## config.mk

```make
export PLATFORM = sky130hd
export DESIGN_NAME = lcep_regs
export DESIGN_NICKNAME = d
export VERILOG_FILES = /design/src/shared/lcep_pkg.sv /design/src/logic/lcep_regs.sv
export SDC_FILE = /design/constraint.sdc
export NUM_CORES = 1
export LEC_CHECK = 0
export BUFFER_PORTS_ARGS = -buffer_cell sky130_fd_sc_hd__buf_2
export CAP_MARGIN = 20
export CORE_ASPECT_RATIO = 1.1
export CORE_MARGIN = 8
export CORE_UTILIZATION = 51
export CTS_BUF_LIST = sky130_fd_sc_hd__clkbuf_4
export CTS_CLUSTER_DIAMETER = 80
export DETAILED_ROUTE_END_ITERATION = 12
export PLACE_DENSITY = 0.83
export SYNTH_ARGS = -nofsm -noshare
export SYNTH_HDL_FRONTEND = slang
export SYNTH_SLANG_ARGS = --single-unit
```

## constraint.sdc

```tcl
create_clock -name core_clk -period 2.2 [get_ports core_clk]
set_input_delay 0 -clock core_clk [delete_from_list [all_inputs] [get_ports core_clk]]
set_output_delay 0 -clock core_clk [all_outputs]
set_load 0.02 [all_outputs]
```

## src/shared/lcep_pkg.sv

```systemverilog
package lcep_pkg;

   ////////////////////////////////////////////////////////////////////////////
   // Bus and register map

   localparam int AXI_ADDR_W = 12;
   localparam int IDX_W = AXI_ADDR_W - 2;

   // Register indices; the byte address is four times the index
   localparam logic [IDX_W-1:0] IDX_DUTY_G2 = 10'h034;
   localparam logic [IDX_W-1:0] IDX_DUTY_H0 = 10'h035;
   localparam logic [IDX_W-1:0] IDX_DUTY_H1 = 10'h036;
   localparam logic [IDX_W-1:0] IDX_DUTY_H2 = 10'h037;
   localparam logic [IDX_W-1:0] IDX_EN_AB = 10'h040;
   localparam logic [IDX_W-1:0] IDX_EN_CD = 10'h041;
   localparam logic [IDX_W-1:0] IDX_EN_EF = 10'h042;

   localparam logic [7:0] REG_RESET = 8'h00;
   localparam logic [7:0] DUTY_LSB_MASK = 8'h0F;
   localparam logic [7:0] EN_MASK = 8'h77;

   localparam logic [1:0] RESP_OKAY = 2'h0;
   localparam logic [1:0] RESP_SLVERR = 2'h2;

   ////////////////////////////////////////////////////////////////////////////
   // PWM timing

   localparam int DUTY_W = 12;
   localparam int DUTY_HI_W = 8;
   localparam int DUTY_CH = 4;
   localparam int CLK_PERIOD_NS = 50;
   localparam int PWM_TICK_NS = 200;
   localparam int PWM_TICK_CYCLES =
      (PWM_TICK_NS + CLK_PERIOD_NS - 1) / CLK_PERIOD_NS;
   localparam logic [7:0] PRESCALE_RESET = 8'h00;
   localparam logic [DUTY_W-1:0] COUNT_RESET = 12'h000;

   ////////////////////////////////////////////////////////////////////////////
   // Carriers

   typedef struct packed {
      logic chan_on_f2;
      logic chan_on_f1;
      logic chan_on_f0;
      logic chan_on_e2;
      logic chan_on_e1;
      logic chan_on_e0;
      logic chan_on_d2;
      logic chan_on_d1;
      logic chan_on_d0;
      logic chan_on_c2;
      logic chan_on_c1;
      logic chan_on_c0;
      logic chan_on_b2;
      logic chan_on_b1;
      logic chan_on_b0;
      logic chan_on_a2;
      logic chan_on_a1;
      logic chan_on_a0;
   } lcep_chan_on_t;

   // Entry 0 is G2, then H0, H1, H2
   typedef logic [DUTY_CH-1:0][DUTY_W-1:0] lcep_duty_full_t;
   typedef logic [DUTY_CH-1:0][DUTY_HI_W-1:0] lcep_duty_high_t;

   typedef struct packed {
      logic [IDX_W-1:0] wr_idx;
      logic wr_idx_held;
      logic [7:0] wr_data;
      logic wr_lane0;
      logic wr_data_held;
      logic b_valid;
      logic [1:0] b_resp;
      logic r_valid;
      logic [7:0] r_data;
      logic [1:0] r_resp;
      logic [3:0] duty_lsb_field_g2;
      logic [3:0] duty_lsb_field_h0;
      logic [3:0] duty_lsb_field_h1;
      logic [3:0] duty_lsb_field_h2;
      logic [7:0] channel_enable_group_ab;
      logic [7:0] channel_enable_group_cd;
      logic [7:0] channel_enable_group_ef;
      logic [7:0] pwm_prescale;
      logic [DUTY_W-1:0] pwm_count;
      logic [DUTY_CH-1:0] pwm_gh;
      logic [17:0] pwm_af;
   } lcep_state_t;

   localparam lcep_state_t STATE_RESET = '0;

endpackage : lcep_pkg

```

## src/logic/lcep_regs.sv

```systemverilog
// How it works
// - Four registers 34h-37h hold writable 4-bit duty low parts for G2, H0-H2.
// - Upper four bits of each duty low register read zero; writes ignored.
// - Register 40h: A0-A2 in bits 0-2, B0-B2 in bits 4-6, others zero.
// - Register 41h: C0-C2 in bits 0-2, D0-D2 in bits 4-6, others zero.
// - Register 42h: E0-E2 in bits 0-2, F0-F2 in bits 4-6, others zero.
// - Enable bits read/write; 0 keeps the output off, 1 lets it run.
// - Reset loads 00h into every register of this block.
//
// Chosen here: the AXI4-Lite slave port.
`timescale 1ns/1ps

module lcep_regs #(
   parameter int PWM_DIV = lcep_pkg::PWM_TICK_CYCLES
) (
   // Clock and reset
   input wire logic core_clk,
   input wire logic sys_rst,
   // AXI4-Lite write address
   input wire logic [lcep_pkg::AXI_ADDR_W-1:0] s_axi_awaddr,
   input wire logic [2:0] s_axi_awprot,
   input wire logic s_axi_awvalid,
   output logic s_axi_awready,
   // AXI4-Lite write data
   input wire logic [31:0] s_axi_wdata,
   input wire logic [3:0] s_axi_wstrb,
   input wire logic s_axi_wvalid,
   output logic s_axi_wready,
   // AXI4-Lite write response
   output logic [1:0] s_axi_bresp,
   output logic s_axi_bvalid,
   input wire logic s_axi_bready,
   // AXI4-Lite read address
   input wire logic [lcep_pkg::AXI_ADDR_W-1:0] s_axi_araddr,
   input wire logic [2:0] s_axi_arprot,
   input wire logic s_axi_arvalid,
   output logic s_axi_arready,
   // AXI4-Lite read data
   output logic [31:0] s_axi_rdata,
   output logic [1:0] s_axi_rresp,
   output logic s_axi_rvalid,
   input wire logic s_axi_rready,
   // Upper duty bits and enables for G2..H2, from same-clock logic
   input wire lcep_pkg::lcep_duty_high_t duty_high,
   input wire logic [lcep_pkg::DUTY_CH-1:0] gh_chan_on,
   // Raw PWM of channels A0..F2, from same-clock logic
   input wire logic [17:0] pwm_af_raw,
   // Channel state out
   output lcep_pkg::lcep_chan_on_t chan_on,
   output lcep_pkg::lcep_duty_full_t duty_full,
   output logic [lcep_pkg::DUTY_CH-1:0] pwm_gh_out,
   output logic [17:0] pwm_af_out
);

   ////////////////////////////////////////////////////////////////////////////
   // State

   lcep_pkg::lcep_state_t state;
   lcep_pkg::lcep_state_t next_state;

   logic aw_take;
   logic w_take;
   logic ar_take;
   logic wr_commit;
   logic [lcep_pkg::IDX_W-1:0] wr_idx_eff;
   logic [7:0] wr_data_eff;
   logic wr_lane0_eff;
   logic [lcep_pkg::IDX_W-1:0] rd_idx;
   logic [lcep_pkg::DUTY_CH-1:0][3:0] duty_lsb_all;
   logic [lcep_pkg::DUTY_CH-1:0] duty_cmp;
   logic pwm_tick;

   ////////////////////////////////////////////////////////////////////////////
   // Decode helpers

   function automatic logic idx_mapped(
      input logic [lcep_pkg::IDX_W-1:0] idx
   );
      idx_mapped = (idx == lcep_pkg::IDX_DUTY_G2) ||
         (idx == lcep_pkg::IDX_DUTY_H0) ||
         (idx == lcep_pkg::IDX_DUTY_H1) ||
         (idx == lcep_pkg::IDX_DUTY_H2) ||
         (idx == lcep_pkg::IDX_EN_AB) ||
         (idx == lcep_pkg::IDX_EN_CD) ||
         (idx == lcep_pkg::IDX_EN_EF);
   endfunction : idx_mapped

   // Reserved bits are masked here, so they read zero whatever was written
   function automatic logic [7:0] read_reg(
      input lcep_pkg::lcep_state_t s,
      input logic [lcep_pkg::IDX_W-1:0] idx
   );
      read_reg = 8'h00;
      if (idx == lcep_pkg::IDX_DUTY_G2)
      begin
         read_reg = {4'h0, s.duty_lsb_field_g2};
      end
      else if (idx == lcep_pkg::IDX_DUTY_H0)
      begin
         read_reg = {4'h0, s.duty_lsb_field_h0};
      end
      else if (idx == lcep_pkg::IDX_DUTY_H1)
      begin
         read_reg = {4'h0, s.duty_lsb_field_h1};
      end
      else if (idx == lcep_pkg::IDX_DUTY_H2)
      begin
         read_reg = {4'h0, s.duty_lsb_field_h2};
      end
      else if (idx == lcep_pkg::IDX_EN_AB)
      begin
         read_reg = s.channel_enable_group_ab & lcep_pkg::EN_MASK;
      end
      else if (idx == lcep_pkg::IDX_EN_CD)
      begin
         read_reg = s.channel_enable_group_cd & lcep_pkg::EN_MASK;
      end
      else if (idx == lcep_pkg::IDX_EN_EF)
      begin
         read_reg = s.channel_enable_group_ef & lcep_pkg::EN_MASK;
      end
   endfunction : read_reg

   ////////////////////////////////////////////////////////////////////////////
   // Bus handshakes

   // No new address or data while a response waits, so one write at a time
   assign s_axi_awready = !state.wr_idx_held && !state.b_valid;
   assign s_axi_wready = !state.wr_data_held && !state.b_valid;
   assign s_axi_arready = !state.r_valid;

   assign aw_take = s_axi_awvalid && s_axi_awready;
   assign w_take = s_axi_wvalid && s_axi_wready;
   assign ar_take = s_axi_arvalid && s_axi_arready;

   assign wr_idx_eff = state.wr_idx_held ? state.wr_idx :
      s_axi_awaddr[lcep_pkg::AXI_ADDR_W-1:2];
   assign wr_data_eff = state.wr_data_held ? state.wr_data :
      s_axi_wdata[7:0];
   assign wr_lane0_eff = state.wr_data_held ? state.wr_lane0 :
      s_axi_wstrb[0];
   assign wr_commit = (state.wr_idx_held || aw_take) &&
      (state.wr_data_held || w_take);
   assign rd_idx = s_axi_araddr[lcep_pkg::AXI_ADDR_W-1:2];

   assign s_axi_bvalid = state.b_valid;
   assign s_axi_bresp = state.b_resp;
   assign s_axi_rvalid = state.r_valid;
   assign s_axi_rresp = state.r_resp;
   assign s_axi_rdata = {24'h000000, state.r_data};

   ////////////////////////////////////////////////////////////////////////////
   // Duty assembly and compare per channel

   assign duty_lsb_all = {state.duty_lsb_field_h2, state.duty_lsb_field_h1,
      state.duty_lsb_field_h0, state.duty_lsb_field_g2};

   genvar ch;
   generate
      for (ch = 0; ch < lcep_pkg::DUTY_CH; ch++)
      begin : g_duty
         assign duty_full[ch] = {duty_high[ch], duty_lsb_all[ch]};
         assign duty_cmp[ch] = state.pwm_count < duty_full[ch];
      end
   endgenerate

   assign pwm_tick = state.pwm_prescale == 8'(PWM_DIV - 1);

   ////////////////////////////////////////////////////////////////////////////
   // Enable bits in channel order, A0 in bit 0 up to F2 in bit 17

   logic [2:0][7:0] en_grp;
   logic [17:0] en_af;

   assign en_grp = {state.channel_enable_group_ef,
      state.channel_enable_group_cd, state.channel_enable_group_ab};

   genvar grp;
   generate
      for (grp = 0; grp < 3; grp++)
      begin : g_en_grp
         // Bits 3 and 7 are reserved and never reach a channel
         assign en_af[6*grp+2 -: 3] = en_grp[grp][2:0];
         assign en_af[6*grp+5 -: 3] = en_grp[grp][6:4];
      end
   endgenerate

   ////////////////////////////////////////////////////////////////////////////
   // Next state

   always_comb
   begin
      next_state = state;

      // Write address and data may arrive in either order
      if (aw_take && !wr_commit)
      begin
         next_state.wr_idx = s_axi_awaddr[lcep_pkg::AXI_ADDR_W-1:2];
         next_state.wr_idx_held = 1'b1;
      end
      if (w_take && !wr_commit)
      begin
         next_state.wr_data = s_axi_wdata[7:0];
         next_state.wr_lane0 = s_axi_wstrb[0];
         next_state.wr_data_held = 1'b1;
      end

      if (wr_commit)
      begin
         next_state.wr_idx_held = 1'b0;
         next_state.wr_data_held = 1'b0;
         next_state.b_valid = 1'b1;
         next_state.b_resp = idx_mapped(wr_idx_eff) ?
            lcep_pkg::RESP_OKAY : lcep_pkg::RESP_SLVERR;
         // Only lane 0 carries the register; other lanes have no bits
         if (wr_lane0_eff)
         begin
            unique case (wr_idx_eff)
               lcep_pkg::IDX_DUTY_G2:
               begin
                  next_state.duty_lsb_field_g2 = wr_data_eff[3:0];
               end
               lcep_pkg::IDX_DUTY_H0:
               begin
                  next_state.duty_lsb_field_h0 = wr_data_eff[3:0];
               end
               lcep_pkg::IDX_DUTY_H1:
               begin
                  next_state.duty_lsb_field_h1 = wr_data_eff[3:0];
               end
               lcep_pkg::IDX_DUTY_H2:
               begin
                  next_state.duty_lsb_field_h2 = wr_data_eff[3:0];
               end
               lcep_pkg::IDX_EN_AB:
               begin
                  next_state.channel_enable_group_ab =
                     wr_data_eff & lcep_pkg::EN_MASK;
               end
               lcep_pkg::IDX_EN_CD:
               begin
                  next_state.channel_enable_group_cd =
                     wr_data_eff & lcep_pkg::EN_MASK;
               end
               lcep_pkg::IDX_EN_EF:
               begin
                  next_state.channel_enable_group_ef =
                     wr_data_eff & lcep_pkg::EN_MASK;
               end
               default:
               begin
                  next_state.b_resp = lcep_pkg::RESP_SLVERR;
               end
            endcase
         end
      end
      else if (state.b_valid && s_axi_bready)
      begin
         next_state.b_valid = 1'b0;
      end

      if (ar_take)
      begin
         next_state.r_valid = 1'b1;
         next_state.r_data = read_reg(state, rd_idx);
         next_state.r_resp = idx_mapped(rd_idx) ?
            lcep_pkg::RESP_OKAY : lcep_pkg::RESP_SLVERR;
      end
      else if (state.r_valid && s_axi_rready)
      begin
         next_state.r_valid = 1'b0;
      end

      // Free-running period counter, one step per prescaler tick
      if (pwm_tick)
      begin
         next_state.pwm_prescale = lcep_pkg::PRESCALE_RESET;
         next_state.pwm_count = state.pwm_count + 12'h001;
      end
      else
      begin
         next_state.pwm_prescale = state.pwm_prescale + 8'h01;
      end

      // Duty 0 never pulses; full scale stays low one count per period
      next_state.pwm_gh = duty_cmp & gh_chan_on;
      // A disabled channel stays low whatever its raw PWM does
      next_state.pwm_af = pwm_af_raw & en_af;
   end

   ////////////////////////////////////////////////////////////////////////////
   // Registers

   always_ff @(posedge core_clk)
   begin
      if (sys_rst)
      begin
         state <= lcep_pkg::STATE_RESET;
      end
      else
      begin
         state <= next_state;
      end
   end

   ////////////////////////////////////////////////////////////////////////////
   // Outputs

   always_comb
   begin
      chan_on = '0;
      chan_on.chan_on_a0 = state.channel_enable_group_ab[0];
      chan_on.chan_on_a1 = state.channel_enable_group_ab[1];
      chan_on.chan_on_a2 = state.channel_enable_group_ab[2];
      chan_on.chan_on_b0 = state.channel_enable_group_ab[4];
      chan_on.chan_on_b1 = state.channel_enable_group_ab[5];
      chan_on.chan_on_b2 = state.channel_enable_group_ab[6];
      chan_on.chan_on_c0 = state.channel_enable_group_cd[0];
      chan_on.chan_on_c1 = state.channel_enable_group_cd[1];
      chan_on.chan_on_c2 = state.channel_enable_group_cd[2];
      chan_on.chan_on_d0 = state.channel_enable_group_cd[4];
      chan_on.chan_on_d1 = state.channel_enable_group_cd[5];
      chan_on.chan_on_d2 = state.channel_enable_group_cd[6];
      chan_on.chan_on_e0 = state.channel_enable_group_ef[0];
      chan_on.chan_on_e1 = state.channel_enable_group_ef[1];
      chan_on.chan_on_e2 = state.channel_enable_group_ef[2];
      chan_on.chan_on_f0 = state.channel_enable_group_ef[4];
      chan_on.chan_on_f1 = state.channel_enable_group_ef[5];
      chan_on.chan_on_f2 = state.channel_enable_group_ef[6];
   end

   assign pwm_gh_out = state.pwm_gh;
   assign pwm_af_out = state.pwm_af;

endmodule : lcep_regs

```

==> results_dict.tcl <==
set metrics [dict create \
    drt_iter0_drc 258 \
    initial_core_util 0.513 \
    fp.dieW_microns 125 \
    slowest_stage "dfxtp_1" \
    worstSetupPathType "register to register" \
    vias 5337 \
    clock_latency_ps 470 \
    hold_slack_ps 26.3 \
    cts_root_buffer "clkbuf_4" \
    layout_worst_path_cycle_share 0.966 \
    peakVddDrop_uv 341 \
    synthTopCellsByArea "dfxtp_1 32%, buf_4 14%, mux2i_1 8.9%" \
    core_area_sq_um 13000 \
    grt_overflow 0 \
    max_freq_mhz 471 \
    slowest_delay_ps 520 \
    grt_use_met2 0.353 \
    port_buffers 190 \
    die_h_microns 136 \
    power.density_nw_per_um2 491 \
    cp-start-kind "register" \
    synth.avg_cell_area_sq_um 9.20 \
    post_synth_instance_area_sq_um 6660 \
    clk_path_buf_depth 2 \
    drive_gt1_frac 0.291 \
    fp.dieArea_sq_um 17000 \
    dpl_cell_area_sq_um 6960 \
    clock-sinks 107 \
    antenna_found_initial 2 \
    synth_edf_count 0 \
    finalClockSkew_ps 28.4 \
    path_buf_inv 1 \
    ys.flop_type "dfxtp_1" \
    yosys.area.top_type "dfxtp_1" \
    first_pass_iters 4 \
    path_cells "buf_4 -> o22ai_1 -> nor4_4 -> o211ai_2 -> mux2_2" \
    grtUsageMet3 0.0541 \
    p_leak_uw 0.00398 \
    place_congestion 0.840 \
    num_io_pins 256 \
    grt_pass1_vias 5425 \
    ys_ff_latch 107 \
    yosysTopAreaCellShare 0.322 \
    postSynth.asyncResetShare 0 \
    cts_max_level 3 \
    pre_cts_slack_ps 109 \
    dpl.cell_count 965 \
    global_route.usage.met1 0.212 \
    yosysUniqueCellTypes 66 \
    rsz0062_at_grt "true" \
    cts_setup_buffers 0 \
    hold_violations 0 \
    arrival_ps 2510 \
    cts_inserted_buffers 9 \
    busiest_layer "met2" \
    drt_wl_total_microns 17300 \
    post-route-drc-count 0 \
    cts_tree "done" \
    areaGrowthSynthToFinish_pct 15.2 \
    hpwl_microns 12800 \
    synthCells 724 \
    fin_ws_ps 75.5 \
    cap_violations 0 \
    crit_path_max_fanout 8 \
    fin_cells 1037 \
    via_per_inst 5.15 \
    clk_pin_slew_ps 190 \
    grtUsageTotal 0.195 \
    grt_pass1_wl_microns 26800 \
    setup-violations-final 0 \
    grt_max_degree 54 \
    crit_family "flip-flops" \
    wl_per_cell_microns 16.6 \
    tightest_slew_ps 979 \
    fin_area_sq_um 7670 \
    outcome "finished, final reports clean" \
    finalPower_uw 3770 \
    ant_nets 0 \
    fill_cells 1116 \
    critPathRequiredTime_ps 2580 \
    end_kind "register" \
    ctsResizeCount 0 \
    yosys_warnings 0 \
    nNetsFinal 1043 \
    min_path_type "input port to register" \
    seq_area_frac_synth 0.322 \
    rows 44 \
    finalCriticalPeriod_ps 2120 \
    finalMaxSlewViolations 0 \
    relSlewSlack 0.347 \
]
flip-flops by register name, indices dropped and copies added (netlist names):
register	count
s_axi_bvalid	1
pwm_af_out	18
s_axi_rresp	1
s_axi_rdata	7
chan_on	18
pwm_gh_out	4
duty_full	16
state	40
s_axi_bresp	1
s_axi_rvalid	1
path summary, 6_finish.rpt:
check	start	end	slack, ps	cells past startpoint
worst max-delay path	state[106]	chan_on[5]	80	5
worst min-delay path	s_axi_araddr[4]	s_axi_rresp[1]	30	4
worst max register to register	state[106]	chan_on[5]	80	5
worst min register to register	s_axi_rdata[1]	s_axi_rdata[1]	490	2
timing repair:
item / 4_1_cts / 5_1_grt
setup endpoints to repair: 0 / 6
hold buffers: 55 / 0
endpoints found under the hold margin: 47 / 0
cells in the final DEF, fill, tap and decap left out, drive strengths merged, types with 3 or more instances in the layout:
master / count
mux4: 3
a21o: 8
or4: 3
a211o: 3
dlygate4sd3: 55
nand3b: 5
o221ai: 3
or2: 4
nand2: 8
mux2: 11
ha: 46
a32oi: 4
mux2i: 59
nand4: 4
or3b: 3
and3: 4
and4: 4
or3: 8
nand4b: 3
a221oi: 5
o2bb2ai: 6
and2: 10
o211ai: 11
xor2: 7
nor4: 3
or4b: 3
buf: 200
clkbuf: 10
inv: 69
nor3: 8
a211oi: 3
dfxtp: 107
nor2b: 11
conb: 27
a21oi: 20
nand3: 10
nand2b: 32
nor2: 54
o21ai: 17
cell usage after synthesis, drive strengths merged (3+ instances only):
library cell and n:
buf 130, dfxtp 107, inv 67, mux2i 59, nor2 54, ha 46
nand2b 32, a21oi 20, o21ai 17, clkbuf 16, mux2 11, nor2b 11
o211ai 11, and2 10, nand3 10, a21o 8, nand2 8, nor3 8
or3 8, xor2 7, o2bb2ai 6, a221oi 5, nand3b 5, a32oi 4
and3 4, and4 4, nand4 4, or2 4, a211o 3, a211oi 3
mux4 3, nand4b 3, nor4 3, o221ai 3, or3b 3, or4 3
or4b 3
metal layers:
layer / routed length, microns / share of wire
met1: 6840 / 0.40
met2: 8630 / 0.50
met3: 1250 / 0.073
met4: 510 / 0.030
met5: 19 / 0.0011
power breakdown:
group | leakage (uW) | internal (uW) | switching, uW | total, uW
clock | 0.0000834 | 387 | 714 | 1100
sequential | 0.000866 | 1980 | 37.0 | 2020
combinational | 0.00303 | 286 | 362 | 648
tightest hold or removal path, cell delays in order:
cell	delay, ps
buf_2	100
nand4b_1	180
nand2_1	110
a221oi_1	70
cell type report:
cell class	count	area [sq um]	area share
well taps	161	201	0.0263
flip-flops and latches	107	2140	0.279
clock inverters	6	85.1	0.0111
repair buffers	255	1580	0.206
inverters	67	251	0.0328
multi-input cells	430	3340	0.435
clock buffers	10	75.1	0.00979
diodes	1	2.50	0.000326
per-stage QoR:
step / setup TNS (ps) / util
2_1_floorplan: 0 / -
3_3_place_gp: 0 / 0.536
3_5_place_dp: 0 / 0.536
4_1_cts: 0 / 0.590
5_1_grt: -106 / 0.590
6_report: 0 / 0.590
cell families (layout without fill, tap and decap cells):
group	after synthesis	count (layout)	synth area share
other cells	1	28	0.000563
buf+inv	213	338	0.192
xor+xnor	9	9	0.0118
fa+ha+maj	46	46	0.0864
simple gates	182	182	0.166
flops	107	107	0.322
compound gates	93	93	0.102
mux	73	73	0.120
(Power assumes the default switching activity.)
